[src/pkg/reset_cause_pkg.sv]
// constants shared by the reset-cause block and its bus front end
package reset_cause_pkg;
  // ****************************************
  // bus and register map (index, byte = 4x)
  // ****************************************
  localparam int ADDR_W = 12;
  localparam logic [7:0] IDX_PC_LO = 8'h02;
  localparam logic [7:0] IDX_STATUS = 8'h03;
  localparam logic [7:0] IDX_PC_HI = 8'h0A;
  localparam logic [7:0] IDX_IRQC = 8'h0B;
  localparam logic [7:0] IDX_PIRQ = 8'h0C;
  localparam logic [7:0] IDX_OPTION = 8'h81;
  localparam logic [7:0] IDX_PWRC = 8'h8E;
  localparam logic [7:0] IDX_EVT_STAT = 8'hC0;
  localparam logic [7:0] IDX_EVT_MASK = 8'hC1;
  localparam logic [1:0] RESP_OKAY = 2'h0;
  localparam logic [1:0] RESP_SLVERR = 2'h2;
  // ****************************************
  // field positions
  // ****************************************
  localparam int ST_TMO = 4;
  localparam int ST_PDN = 3;
  localparam int PW_LPWAKE = 5;
  localparam int PW_SWBRN = 4;
  localparam int PW_POR = 1;
  localparam int PW_BRN = 0;
  localparam int IC_GIRQ = 7;
  localparam logic [7:0] PWR_IMPL = 8'h33;
  localparam logic [7:0] PIRQ_IMPL = 8'h7F;
  localparam logic [7:0] STATUS_SW = 8'hE7;
  // ****************************************
  // reset values
  // ****************************************
  localparam logic [7:0] STATUS_POR = 8'h18;
  localparam logic [7:0] PWR_RST = 8'h10;
  localparam logic [7:0] OPTION_RST = 8'hFF;
  localparam logic [7:0] ZERO8 = 8'h00;
  localparam logic [12:0] PC_RST = 13'h0000;
  localparam logic [12:0] IRQ_VECTOR = 13'h0004;
  localparam logic [12:0] PC_STEP = 13'h0001;
  // ****************************************
  // causes and event bits
  // ****************************************
  typedef enum logic [2:0] {
    CAUSE_POR = 3'b000,
    CAUSE_BRN = 3'b001,
    CAUSE_DOG_RST = 3'b010,
    CAUSE_DOG_WAKE = 3'b011,
    CAUSE_MCL_RUN = 3'b100,
    CAUSE_MCL_SLEEP = 3'b101,
    CAUSE_IRQ_WAKE = 3'b110
  } cause_t;
  localparam int EV_W = 6;
  localparam int EV_POR = 0;
  localparam int EV_BRN = 1;
  localparam int EV_DOG_RST = 2;
  localparam int EV_DOG_WAKE = 3;
  localparam int EV_MCL = 4;
  localparam int EV_IRQ_WAKE = 5;
endpackage

[src/design/axil_regs_port.sv]
// axi4-lite slave front end handing single-cycle register strobes
`timescale 1ns/1ps
module axil_regs_port #(
  parameter int AW = reset_cause_pkg::ADDR_W
) (
  input wire logic aclk,
  input wire logic aresetn,
  input wire logic [AW-1:0] awaddr,
  input wire logic awvalid,
  output logic awready,
  input wire logic [31:0] wdata,
  input wire logic [3:0] wstrb,
  input wire logic wvalid,
  output logic wready,
  output logic [1:0] bresp,
  output logic bvalid,
  input wire logic bready,
  input wire logic [AW-1:0] araddr,
  input wire logic arvalid,
  output logic arready,
  output logic [31:0] rdata,
  output logic [1:0] rresp,
  output logic rvalid,
  input wire logic rready,
  output logic wr_en,
  output logic [AW-1:0] wr_addr,
  output logic [7:0] wr_data,
  input wire logic wr_ok,
  output logic [AW-1:0] rd_addr,
  input wire logic [7:0] rd_data,
  input wire logic rd_ok
);
  logic aw_full_r, aw_full_nxt, w_full_r, w_full_nxt;
  logic [AW-1:0] aw_r, aw_nxt;
  logic [7:0] wd_r, wd_nxt;
  logic lane0_r, lane0_nxt;
  logic bvalid_r, bvalid_nxt, rvalid_r, rvalid_nxt;
  logic awready_r, awready_nxt, wready_r, wready_nxt;
  logic arready_r, arready_nxt;
  logic [1:0] bresp_r, bresp_nxt, rresp_r, rresp_nxt;
  logic [7:0] rdata_r, rdata_nxt;
  logic fire;

  // address and data are held apart, the write fires once both are in
  always_comb begin
    aw_full_nxt = aw_full_r;
    aw_nxt = aw_r;
    w_full_nxt = w_full_r;
    wd_nxt = wd_r;
    lane0_nxt = lane0_r;
    bvalid_nxt = bvalid_r;
    bresp_nxt = bresp_r;
    rvalid_nxt = rvalid_r;
    rresp_nxt = rresp_r;
    rdata_nxt = rdata_r;
    fire = aw_full_r && w_full_r && !bvalid_r;
    if (awvalid && awready_r) begin
      aw_full_nxt = 1'b1;
      aw_nxt = awaddr;
    end
    if (wvalid && wready_r) begin
      w_full_nxt = 1'b1;
      wd_nxt = wdata[7:0];
      lane0_nxt = wstrb[0];
    end
    if (fire) begin
      aw_full_nxt = 1'b0;
      w_full_nxt = 1'b0;
      bvalid_nxt = 1'b1;
      bresp_nxt = wr_ok ? reset_cause_pkg::RESP_OKAY
                        : reset_cause_pkg::RESP_SLVERR;
    end else if (bvalid_r && bready) begin
      bvalid_nxt = 1'b0;
    end
    // read data is registered here, so one cycle after the address
    if (arvalid && arready_r) begin
      rvalid_nxt = 1'b1;
      rdata_nxt = rd_data;
      rresp_nxt = rd_ok ? reset_cause_pkg::RESP_OKAY
                        : reset_cause_pkg::RESP_SLVERR;
    end else if (rvalid_r && rready) begin
      rvalid_nxt = 1'b0;
    end
    awready_nxt = !aw_full_nxt && !bvalid_nxt;
    wready_nxt = !w_full_nxt && !bvalid_nxt;
    arready_nxt = !rvalid_nxt;
  end

  always_ff @(posedge aclk) begin
    if (!aresetn) begin
      aw_full_r <= 1'b0;
      aw_r <= '0;
      w_full_r <= 1'b0;
      wd_r <= 8'h00;
      lane0_r <= 1'b0;
      bvalid_r <= 1'b0;
      bresp_r <= 2'h0;
      rvalid_r <= 1'b0;
      rresp_r <= 2'h0;
      rdata_r <= 8'h00;
      awready_r <= 1'b0;
      wready_r <= 1'b0;
      arready_r <= 1'b0;
    end else begin
      aw_full_r <= aw_full_nxt;
      aw_r <= aw_nxt;
      w_full_r <= w_full_nxt;
      wd_r <= wd_nxt;
      lane0_r <= lane0_nxt;
      bvalid_r <= bvalid_nxt;
      bresp_r <= bresp_nxt;
      rvalid_r <= rvalid_nxt;
      rresp_r <= rresp_nxt;
      rdata_r <= rdata_nxt;
      awready_r <= awready_nxt;
      wready_r <= wready_nxt;
      arready_r <= arready_nxt;
    end
  end

  // upper lanes carry nothing; without lane 0 the write is a no-op
  assign wr_en = fire && lane0_r;
  assign wr_addr = aw_r;
  assign wr_data = wd_r;
  assign rd_addr = araddr;
  assign awready = awready_r;
  assign wready = wready_r;
  assign arready = arready_r;
  assign bvalid = bvalid_r;
  assign bresp = bresp_r;
  assign rvalid = rvalid_r;
  assign rresp = rresp_r;
  assign rdata = {24'h000000, rdata_r};
endmodule

[src/design/reset_cause_status.sv]
// reset-cause flags, core status and program counter initialisation
`timescale 1ns/1ps
// What this block does
// - four cause flags encode power-on, brown-out, watchdog reset and wake
// - master clear in run mode leaves all four cause flags unchanged
// - master clear in sleep sets timeout, clears powerdown, keeps others
// - brown-out and power-on clear brownout_flag; other resets leave it alone
// - power control: bits 5,4,1,0; 01qq on power/brown-out, 0uuu on other resets, uuuu on wake
// - core status layout; 0001 1xxx, 000q quuu, uuuq quuu per event
// - master clear and watchdog resets take the non-power-up values
// - interrupt wake with global enable jumps to 0004h, else pc + 1
// - interrupt wake sets the flag of the waking source, others kept
// - low supply during any other reset turns it into power-on
// - unimplemented bits read zero; q bits follow the cause
// - resets clear pc low and high latch, set prescaler to all ones
module reset_cause_status (
  input wire logic aclk,
  input wire logic aresetn,
  input wire logic [reset_cause_pkg::ADDR_W-1:0] s_axi_awaddr,
  input wire logic s_axi_awvalid,
  output logic s_axi_awready,
  input wire logic [31:0] s_axi_wdata,
  input wire logic [3:0] s_axi_wstrb,
  input wire logic s_axi_wvalid,
  output logic s_axi_wready,
  output logic [1:0] s_axi_bresp,
  output logic s_axi_bvalid,
  input wire logic s_axi_bready,
  input wire logic [reset_cause_pkg::ADDR_W-1:0] s_axi_araddr,
  input wire logic s_axi_arvalid,
  output logic s_axi_arready,
  output logic [31:0] s_axi_rdata,
  output logic [1:0] s_axi_rresp,
  output logic s_axi_rvalid,
  input wire logic s_axi_rready,
  input wire logic cause_valid,
  input wire logic [2:0] cause_code,
  input wire logic supply_low,
  input wire logic wake_src_periph,
  input wire logic [2:0] wake_src_bit,
  output logic irq,
  output logic [12:0] pc_out,
  output logic [7:0] prescale_out
);
  // ****************************************
  // state
  // ****************************************
  logic [7:0] status_r, status_nxt;
  logic [7:0] pwr_r, pwr_nxt;
  logic [12:0] pc_r, pc_nxt;
  logic [4:0] pchi_r, pchi_nxt;
  logic [7:0] option_r, option_nxt;
  logic [7:0] irqc_r, irqc_nxt;
  logic [7:0] pirq_r, pirq_nxt;
  logic [reset_cause_pkg::EV_W-1:0] ev_stat_r, ev_stat_nxt;
  logic [reset_cause_pkg::EV_W-1:0] ev_mask_r, ev_mask_nxt;
  logic [reset_cause_pkg::EV_W-1:0] ev_set, ev_clr;
  logic irq_r, irq_nxt;
  logic wr_en, wr_ok, rd_ok;
  logic [reset_cause_pkg::ADDR_W-1:0] wr_addr, rd_addr;
  logic [7:0] wr_data, rd_data;
  reset_cause_pkg::cause_t cause;

  // word address to register index; upper bits must be zero
  function automatic logic [8:0] reg_index(
    input logic [reset_cause_pkg::ADDR_W-1:0] a
  );
    logic [8:0] r;
    r = 9'h100;
    if (a[1:0] == 2'b00 && a[reset_cause_pkg::ADDR_W-1:10] == '0) begin
      r = {1'b0, a[9:2]};
    end
    return r;
  endfunction

  // whether an index names a register of this block
  function automatic logic is_mapped(input logic [8:0] i);
    return !i[8] && (i[7:0] == reset_cause_pkg::IDX_PC_LO ||
      i[7:0] == reset_cause_pkg::IDX_STATUS ||
      i[7:0] == reset_cause_pkg::IDX_PC_HI ||
      i[7:0] == reset_cause_pkg::IDX_IRQC ||
      i[7:0] == reset_cause_pkg::IDX_PIRQ ||
      i[7:0] == reset_cause_pkg::IDX_OPTION ||
      i[7:0] == reset_cause_pkg::IDX_PWRC ||
      i[7:0] == reset_cause_pkg::IDX_EVT_STAT ||
      i[7:0] == reset_cause_pkg::IDX_EVT_MASK);
  endfunction

  // ****************************************
  // bus front end
  // ****************************************
  axil_regs_port #(.AW(reset_cause_pkg::ADDR_W)) u_port (
    .aclk(aclk),
    .aresetn(aresetn),
    .awaddr(s_axi_awaddr),
    .awvalid(s_axi_awvalid),
    .awready(s_axi_awready),
    .wdata(s_axi_wdata),
    .wstrb(s_axi_wstrb),
    .wvalid(s_axi_wvalid),
    .wready(s_axi_wready),
    .bresp(s_axi_bresp),
    .bvalid(s_axi_bvalid),
    .bready(s_axi_bready),
    .araddr(s_axi_araddr),
    .arvalid(s_axi_arvalid),
    .arready(s_axi_arready),
    .rdata(s_axi_rdata),
    .rresp(s_axi_rresp),
    .rvalid(s_axi_rvalid),
    .rready(s_axi_rready),
    .wr_en(wr_en),
    .wr_addr(wr_addr),
    .wr_data(wr_data),
    .wr_ok(wr_ok),
    .rd_addr(rd_addr),
    .rd_data(rd_data),
    .rd_ok(rd_ok)
  );

  // ****************************************
  // read mux
  // ****************************************
  // unimplemented bits are masked to zero on the way out
  always_comb begin
    logic [8:0] ri;
    ri = reg_index(rd_addr);
    rd_ok = is_mapped(ri);
    rd_data = 8'h00;
    unique case (ri)
      {1'b0, reset_cause_pkg::IDX_PC_LO}: rd_data = pc_r[7:0];
      {1'b0, reset_cause_pkg::IDX_STATUS}: rd_data = status_r;
      {1'b0, reset_cause_pkg::IDX_PC_HI}: rd_data = {3'b000, pchi_r};
      {1'b0, reset_cause_pkg::IDX_IRQC}: rd_data = irqc_r;
      {1'b0, reset_cause_pkg::IDX_PIRQ}:
        rd_data = pirq_r & reset_cause_pkg::PIRQ_IMPL;
      {1'b0, reset_cause_pkg::IDX_OPTION}: rd_data = option_r;
      {1'b0, reset_cause_pkg::IDX_PWRC}:
        rd_data = pwr_r & reset_cause_pkg::PWR_IMPL;
      {1'b0, reset_cause_pkg::IDX_EVT_STAT}: rd_data = {2'b00, ev_stat_r};
      {1'b0, reset_cause_pkg::IDX_EVT_MASK}: rd_data = {2'b00, ev_mask_r};
      default: rd_data = 8'h00;
    endcase
  end

  // ****************************************
  // register and cause update
  // ****************************************
  // software writes first, a same-cycle event then overrides them
  always_comb begin
    logic [8:0] wi;
    logic hw;
    wi = reg_index(wr_addr);
    wr_ok = is_mapped(wi);
    hw = wr_en && wr_ok;
    status_nxt = status_r;
    pwr_nxt = pwr_r;
    pc_nxt = pc_r;
    pchi_nxt = pchi_r;
    option_nxt = option_r;
    irqc_nxt = irqc_r;
    pirq_nxt = pirq_r;
    ev_mask_nxt = ev_mask_r;
    ev_set = '0;
    ev_clr = '0;
    cause = reset_cause_pkg::cause_t'(cause_code);
    if (hw) begin
      unique case (wi[7:0])
        reset_cause_pkg::IDX_PC_LO: pc_nxt = {pchi_r, wr_data};
        // timeout and powerdown are hardware-only bits
        reset_cause_pkg::IDX_STATUS:
          status_nxt = (status_r & ~reset_cause_pkg::STATUS_SW) |
                       (wr_data & reset_cause_pkg::STATUS_SW);
        reset_cause_pkg::IDX_PC_HI: pchi_nxt = wr_data[4:0];
        reset_cause_pkg::IDX_IRQC: irqc_nxt = wr_data;
        reset_cause_pkg::IDX_PIRQ:
          pirq_nxt = wr_data & reset_cause_pkg::PIRQ_IMPL;
        reset_cause_pkg::IDX_OPTION: option_nxt = wr_data;
        reset_cause_pkg::IDX_PWRC:
          pwr_nxt = wr_data & reset_cause_pkg::PWR_IMPL;
        reset_cause_pkg::IDX_EVT_STAT: ev_clr = wr_data[5:0];
        reset_cause_pkg::IDX_EVT_MASK: ev_mask_nxt = wr_data[5:0];
        default: ;
      endcase
    end
    // a low supply turns any reset (not a wake) into power-on
    // code 7 is no reset, so a sagging supply must not promote it
    if (cause_valid && supply_low && (cause == reset_cause_pkg::CAUSE_BRN ||
        cause == reset_cause_pkg::CAUSE_DOG_RST ||
        cause == reset_cause_pkg::CAUSE_MCL_RUN ||
        cause == reset_cause_pkg::CAUSE_MCL_SLEEP)) begin
      cause = reset_cause_pkg::CAUSE_POR;
    end
    // one update per event pulse, held until written again
    if (cause_valid) begin
      unique case (cause)
        reset_cause_pkg::CAUSE_POR: begin
          status_nxt = reset_cause_pkg::STATUS_POR;
          pwr_nxt = reset_cause_pkg::PWR_RST; // por = 0
          ev_set[reset_cause_pkg::EV_POR] = 1'b1;
        end
        reset_cause_pkg::CAUSE_BRN: begin
          status_nxt = {3'b000, 2'b11, status_r[2:0]};
          pwr_nxt = reset_cause_pkg::PWR_RST;
          pwr_nxt[reset_cause_pkg::PW_POR] =
            pwr_r[reset_cause_pkg::PW_POR];
          pwr_nxt[reset_cause_pkg::PW_BRN] = 1'b0;
          ev_set[reset_cause_pkg::EV_BRN] = 1'b1;
        end
        reset_cause_pkg::CAUSE_DOG_RST: begin
          status_nxt = {3'b000, 1'b0, status_r[3:0]};
          pwr_nxt[reset_cause_pkg::PW_LPWAKE] = 1'b0;
          ev_set[reset_cause_pkg::EV_DOG_RST] = 1'b1;
        end
        reset_cause_pkg::CAUSE_MCL_RUN: begin
          status_nxt = {3'b000, status_r[4:0]};
          pwr_nxt[reset_cause_pkg::PW_LPWAKE] = 1'b0;
          ev_set[reset_cause_pkg::EV_MCL] = 1'b1;
        end
        reset_cause_pkg::CAUSE_MCL_SLEEP: begin
          status_nxt = {3'b000, 2'b10, status_r[2:0]};
          pwr_nxt[reset_cause_pkg::PW_LPWAKE] = 1'b0;
          ev_set[reset_cause_pkg::EV_MCL] = 1'b1;
        end
        reset_cause_pkg::CAUSE_DOG_WAKE: begin
          status_nxt[reset_cause_pkg::ST_TMO] = 1'b0;
          status_nxt[reset_cause_pkg::ST_PDN] = 1'b0;
          ev_set[reset_cause_pkg::EV_DOG_WAKE] = 1'b1;
        end
        reset_cause_pkg::CAUSE_IRQ_WAKE: begin
          // interrupt wake sets timeout and clears powerdown
          status_nxt[reset_cause_pkg::ST_TMO] = 1'b1;
          status_nxt[reset_cause_pkg::ST_PDN] = 1'b0;
          ev_set[reset_cause_pkg::EV_IRQ_WAKE] = 1'b1;
        end
        default: ;
      endcase
      unique case (cause)
        reset_cause_pkg::CAUSE_DOG_WAKE,
        reset_cause_pkg::CAUSE_IRQ_WAKE: begin
          if (cause == reset_cause_pkg::CAUSE_IRQ_WAKE &&
              irqc_r[reset_cause_pkg::IC_GIRQ]) begin
            pc_nxt = reset_cause_pkg::IRQ_VECTOR;
          end else begin
            pc_nxt = pc_r + reset_cause_pkg::PC_STEP;
          end
          // the waking source leaves its flag behind
          if (cause == reset_cause_pkg::CAUSE_IRQ_WAKE) begin
            if (wake_src_periph) begin
              pirq_nxt[wake_src_bit] = 1'b1;
              pirq_nxt = pirq_nxt & reset_cause_pkg::PIRQ_IMPL;
            end else begin
              irqc_nxt[wake_src_bit] = 1'b1;
            end
          end
        end
        reset_cause_pkg::CAUSE_POR, reset_cause_pkg::CAUSE_BRN,
        reset_cause_pkg::CAUSE_DOG_RST, reset_cause_pkg::CAUSE_MCL_RUN,
        reset_cause_pkg::CAUSE_MCL_SLEEP: begin
          pc_nxt = reset_cause_pkg::PC_RST;
          pchi_nxt = 5'h00;
          option_nxt = reset_cause_pkg::OPTION_RST;
          irqc_nxt = {7'h00, irqc_r[0]};
          pirq_nxt = reset_cause_pkg::ZERO8;
        end
        default: ;
      endcase
    end
    // sticky event bits: a set wins over a same-cycle clear
    ev_stat_nxt = (ev_stat_r & ~ev_clr) | ev_set;
    irq_nxt = |(ev_stat_nxt & ev_mask_nxt);
  end

  // aresetn behaves as a power-on with no event recorded
  always_ff @(posedge aclk) begin
    if (!aresetn) begin
      status_r <= reset_cause_pkg::STATUS_POR;
      pwr_r <= reset_cause_pkg::PWR_RST;
      pc_r <= reset_cause_pkg::PC_RST;
      pchi_r <= 5'h00;
      option_r <= reset_cause_pkg::OPTION_RST;
      irqc_r <= reset_cause_pkg::ZERO8;
      pirq_r <= reset_cause_pkg::ZERO8;
      ev_stat_r <= '0;
      ev_mask_r <= '0;
      irq_r <= 1'b0;
    end else begin
      status_r <= status_nxt;
      pwr_r <= pwr_nxt;
      pc_r <= pc_nxt;
      pchi_r <= pchi_nxt;
      option_r <= option_nxt;
      irqc_r <= irqc_nxt;
      pirq_r <= pirq_nxt;
      ev_stat_r <= ev_stat_nxt;
      ev_mask_r <= ev_mask_nxt;
      irq_r <= irq_nxt;
    end
  end

  // ****************************************
  // outputs
  // ****************************************
  assign irq = irq_r;
  assign pc_out = pc_r;
  assign prescale_out = option_r;
endmodule

[config.mk]
export PLATFORM = sky130hd
export DESIGN_NAME = reset_cause_status
export DESIGN_NICKNAME = d
export VERILOG_FILES = /design/src/pkg/reset_cause_pkg.sv /design/src/design/axil_regs_port.sv /design/src/design/reset_cause_status.sv
export SDC_FILE = /design/constraint.sdc
export NUM_CORES = 1
export LEC_CHECK = 0
export BUFFER_PORTS_ARGS = -buffer_cell sky130_fd_sc_hd__clkbuf_2
export CORE_UTILIZATION = 45
export DETAILED_ROUTE_END_ITERATION = 8
export GPL_ROUTABILITY_DRIVEN = 1
export PLACE_DENSITY = 0.73
export REMOVE_ABC_BUFFERS = 1
export SKIP_CTS_REPAIR_TIMING = 1
export SLEW_MARGIN = 10
export SYNTH_ARGS = -nofsm -noshare
export SYNTH_HDL_FRONTEND = slang
export SYNTH_SLANG_ARGS = --single-unit
[constraint.sdc]
create_clock -name aclk -period 2.8 [get_ports aclk]
set_clock_uncertainty 0.2 [all_clocks]
set_input_delay 0.56 -clock aclk [delete_from_list [all_inputs] [get_ports aclk]]
set_output_delay 0.56 -clock aclk [all_outputs]
set_load 0.01 [all_outputs]
==> metrics.txt <==
CTS clk-pin slew, worst paths 70 ps; antenna violations before repair 0; total number of clock tree sinks 104; mean instance size in the synthesized netlist 8.52 um2; library cells used by synthesis 70; largest vdd supply drop 534 uV; port bufs 85; fmax 394 MHz; sequential share of the synthesized area 39.2%; initial cell density of the core 46.3%; power density over the cells 527 mW/mm2; largest net degree at the start of global routing 24; Design Power 3.23 mW; fin crit period 2540 ps; clock tree from TritonCTS built; Top delay family on crit path simple AND/OR/NAND/NOR gates; power dissipated by switching net loads 0.803 mW; htree depth 3; standard-cell rows 39; DR WL/cell 17.5 um; top cell type's share of synthesized area 39.2%; largest stage delay on the critical path 560 ps; area occupied by registers 0.00208 mm2; clock power share 43.0%; final period utilization 90.5%; remaining number of nets flagged by the antenna check after routing 0; overall die width 111 um; Critical Path Fanout Max 8; Longest Clk Path Bufs 2; synth warn 0; leakage power 2.60 nW; part of the power in combinational logic 8.9%; routed wire length 14900 um; grt total ovfl 0; library cell occupying the most area in the post-synthesis netlist dfxtp_1; most frequently used cell type in the post-synthesis netlist dfxtp_1; Worst Path Class, Setup reg2reg; number of DRC markers in iteration 0 385; I/O pin count 139; HPWL reported at the end of detailed placement 11300 um; Fill cells 1022; number of synthesized flops with an enable pin 0; core area 0.0115 mm2; switching portion of total power 24.8%; area of the mapped netlist 0.00531 mm2; Worst Path Arrival 2580 ps; kind of start point of the critical path flop; max-capacitance violation count 0; cells along the critical path or4_4 -> nor3b_4 -> nand2b_2 -> nand3_2 -> o21ai_0 -> a221o_1; antenna fix cells 0; Global Route Usage Sum 24.7%; share of flip-flops with an asynchronous set or reset 0%; layout net count 780; measured slew at the worst slew-check pin 660 ps; die area 0.0122 mm2; area occupied by multi-input gates 0.00295 mm2; leading cell types by total area after synthesis dfxtp_1 39%, mux2i_1 9.2%, nand2_1 6.6%, a21oi_1 5.5%, buf_4 4.4%; final-report setup violation count 0; total CTS buffers 9; Reg power frac 48.1%; share of post-route cells with drive strength above 1 20.8%; final hold violation count 0; height of the die 111 um; via/cell ratio 5.75; routed vias 4894; critical-path cell with the highest stage delay or4_4; unrepaired setup endpoints after global routing false; post-route DRC violation count 0; clock tree root driver cell clkbuf_16; via count of the first global-routing pass 4653; Area Growth Syn to Fin 15.5%; kind of capture point of the worst setup path flop; Cell Int Power 2.43 mW; count of final max-slew check failures 0; final weighted congestion in routability-driven placement 0.899; Worst-Skew Late Latency 350 ps; number of instances in the synthesized netlist 623; required time at the endpoint of the critical path 2840 ps; worst relative slew slack 56.0%; buffers and inverters on the worst path 0; #FFs+latches synth 104; top flip-flop cell by instance count after synthesis dfxtp_1; Setup Total Neg Slack 0 ps; number of optimization iterations in the first detailed-route pass 5; wire length of the first global-routing pass 23900 um; top cells by count, synth 104 x dfxtp_1, 94 x nand2_1, 58 x a21oi_1; result of the run completed; worst min path class in2reg
==> placed cells by master, fill, tap and decap left out, drive strengths merged, types with 2 or more instances in the layout <==
master    n
a211o     3
dfxtp   104
o31a      2
nor3b    14
nand3b    4
a22oi     8
a221oi    3
or3       2
buf      18
nor2b     7
nor3      9
o31ai     2
inv       8
or4       3
nor4      6
nand2    94
and4b     3
a221o     8
a21boi    2
and3     11
a21oi    60
o221a     5
mux2i    49
xor2      2
nand2b    6
a22o      7
o22ai     8
nand4     9
or2       2
bufinv    2
conb     26
nand3    23
nor4b     4
o21ai    22
clkbuf   95
nor2     51
and2     10
==> worst paths after layout <==
kind	from	end	slack, ps	cells after the start
max	u_port.wr_addr[10]	pc_out[10]	260	6
min	s_axi_awaddr[0]	u_port.wr_addr[0]	220	3
max reg2reg	u_port.wr_addr[10]	pc_out[10]	260	6
min reg2reg	u_port.rresp[1]	u_port.rresp[1]	250	2
==> kinds of logic after synthesis <==
group	share of synthesized area (%)
AOI/OAI and AO/OA	17.0
xor gates and xnor gates	0.495
adders and majority gates	0.236
buffers and inverters	7.05
DFF	39.2
muxes	9.24
other	0.0706
and+or+nand+nor	26.7
==> power by group through the flow <==
stage / sequential, mW / combinational, mW / clock [mW]
after detailed placement: 1.59 / 0.285 / 0
after global routing: 1.56 / 0.317 / 1.46
final: 1.56 / 0.288 / 1.39
after CTS: 1.55 / 0.286 / 1.40
after floorplan: 1.58 / 0.153 / 0
after global placement: 1.59 / 0.275 / 0
==> through the flow <==
stage	worst slack [ps]	util (%)	area, um2	hold slack, ps	std cells
after global placement	179	50.4	5780	248	834
final	265	53.5	6130	224	851
after floorplan	387	-	5050	232	589
after global routing	114	53.5	6130	221	851
after detailed placement	151	50.4	5780	247	834
after CTS	260	53.3	6110	218	850
==> flip-flops by register name (all words and copies together) (netlist names), 4 cells and up <==
name	flops
prescale_out	8
u_port.wr_addr	12
pirq_r	7
pc_out	13
u_port.rdata_r	8
ev_mask_r	6
u_port.wr_data	8
pwr_r	4
pchi_r	5
status_r	8
irqc_r	8
ev_stat_r	6
==> per-layer routing <==
| metal | up-vias | global-route usage [%] | part of all wire, % |
|---|---|---|---|
| met4 | 0 | 9.69 | 2.9 |
| met3 | 38 | 5.54 | 6.9 |
| met1 | 2286 | 31.2 | 43 |
| met5 | - | 0 | 0 |
| li1 | 2349 | - | - |
| met2 | 221 | 40.7 | 47 |
==> final cells by class <==
class	instances	area share, %
Tap cell	143	2.92
Clock inverter	6	1.47
Sequential cell	104	33.9
Multi-Input combinational cell	479	48.1
Timing Repair Buffer	103	9.34
Inverter	6	0.367
Clock buffer	10	3.90
==> tightest hold or removal path, delay by kind of cell <==
kind	cells	cell delay, ps
compound gates	1	50
simple gates	1	40
buf+inv	1	80
Note: power is estimated with default switching activity, not from simulation.
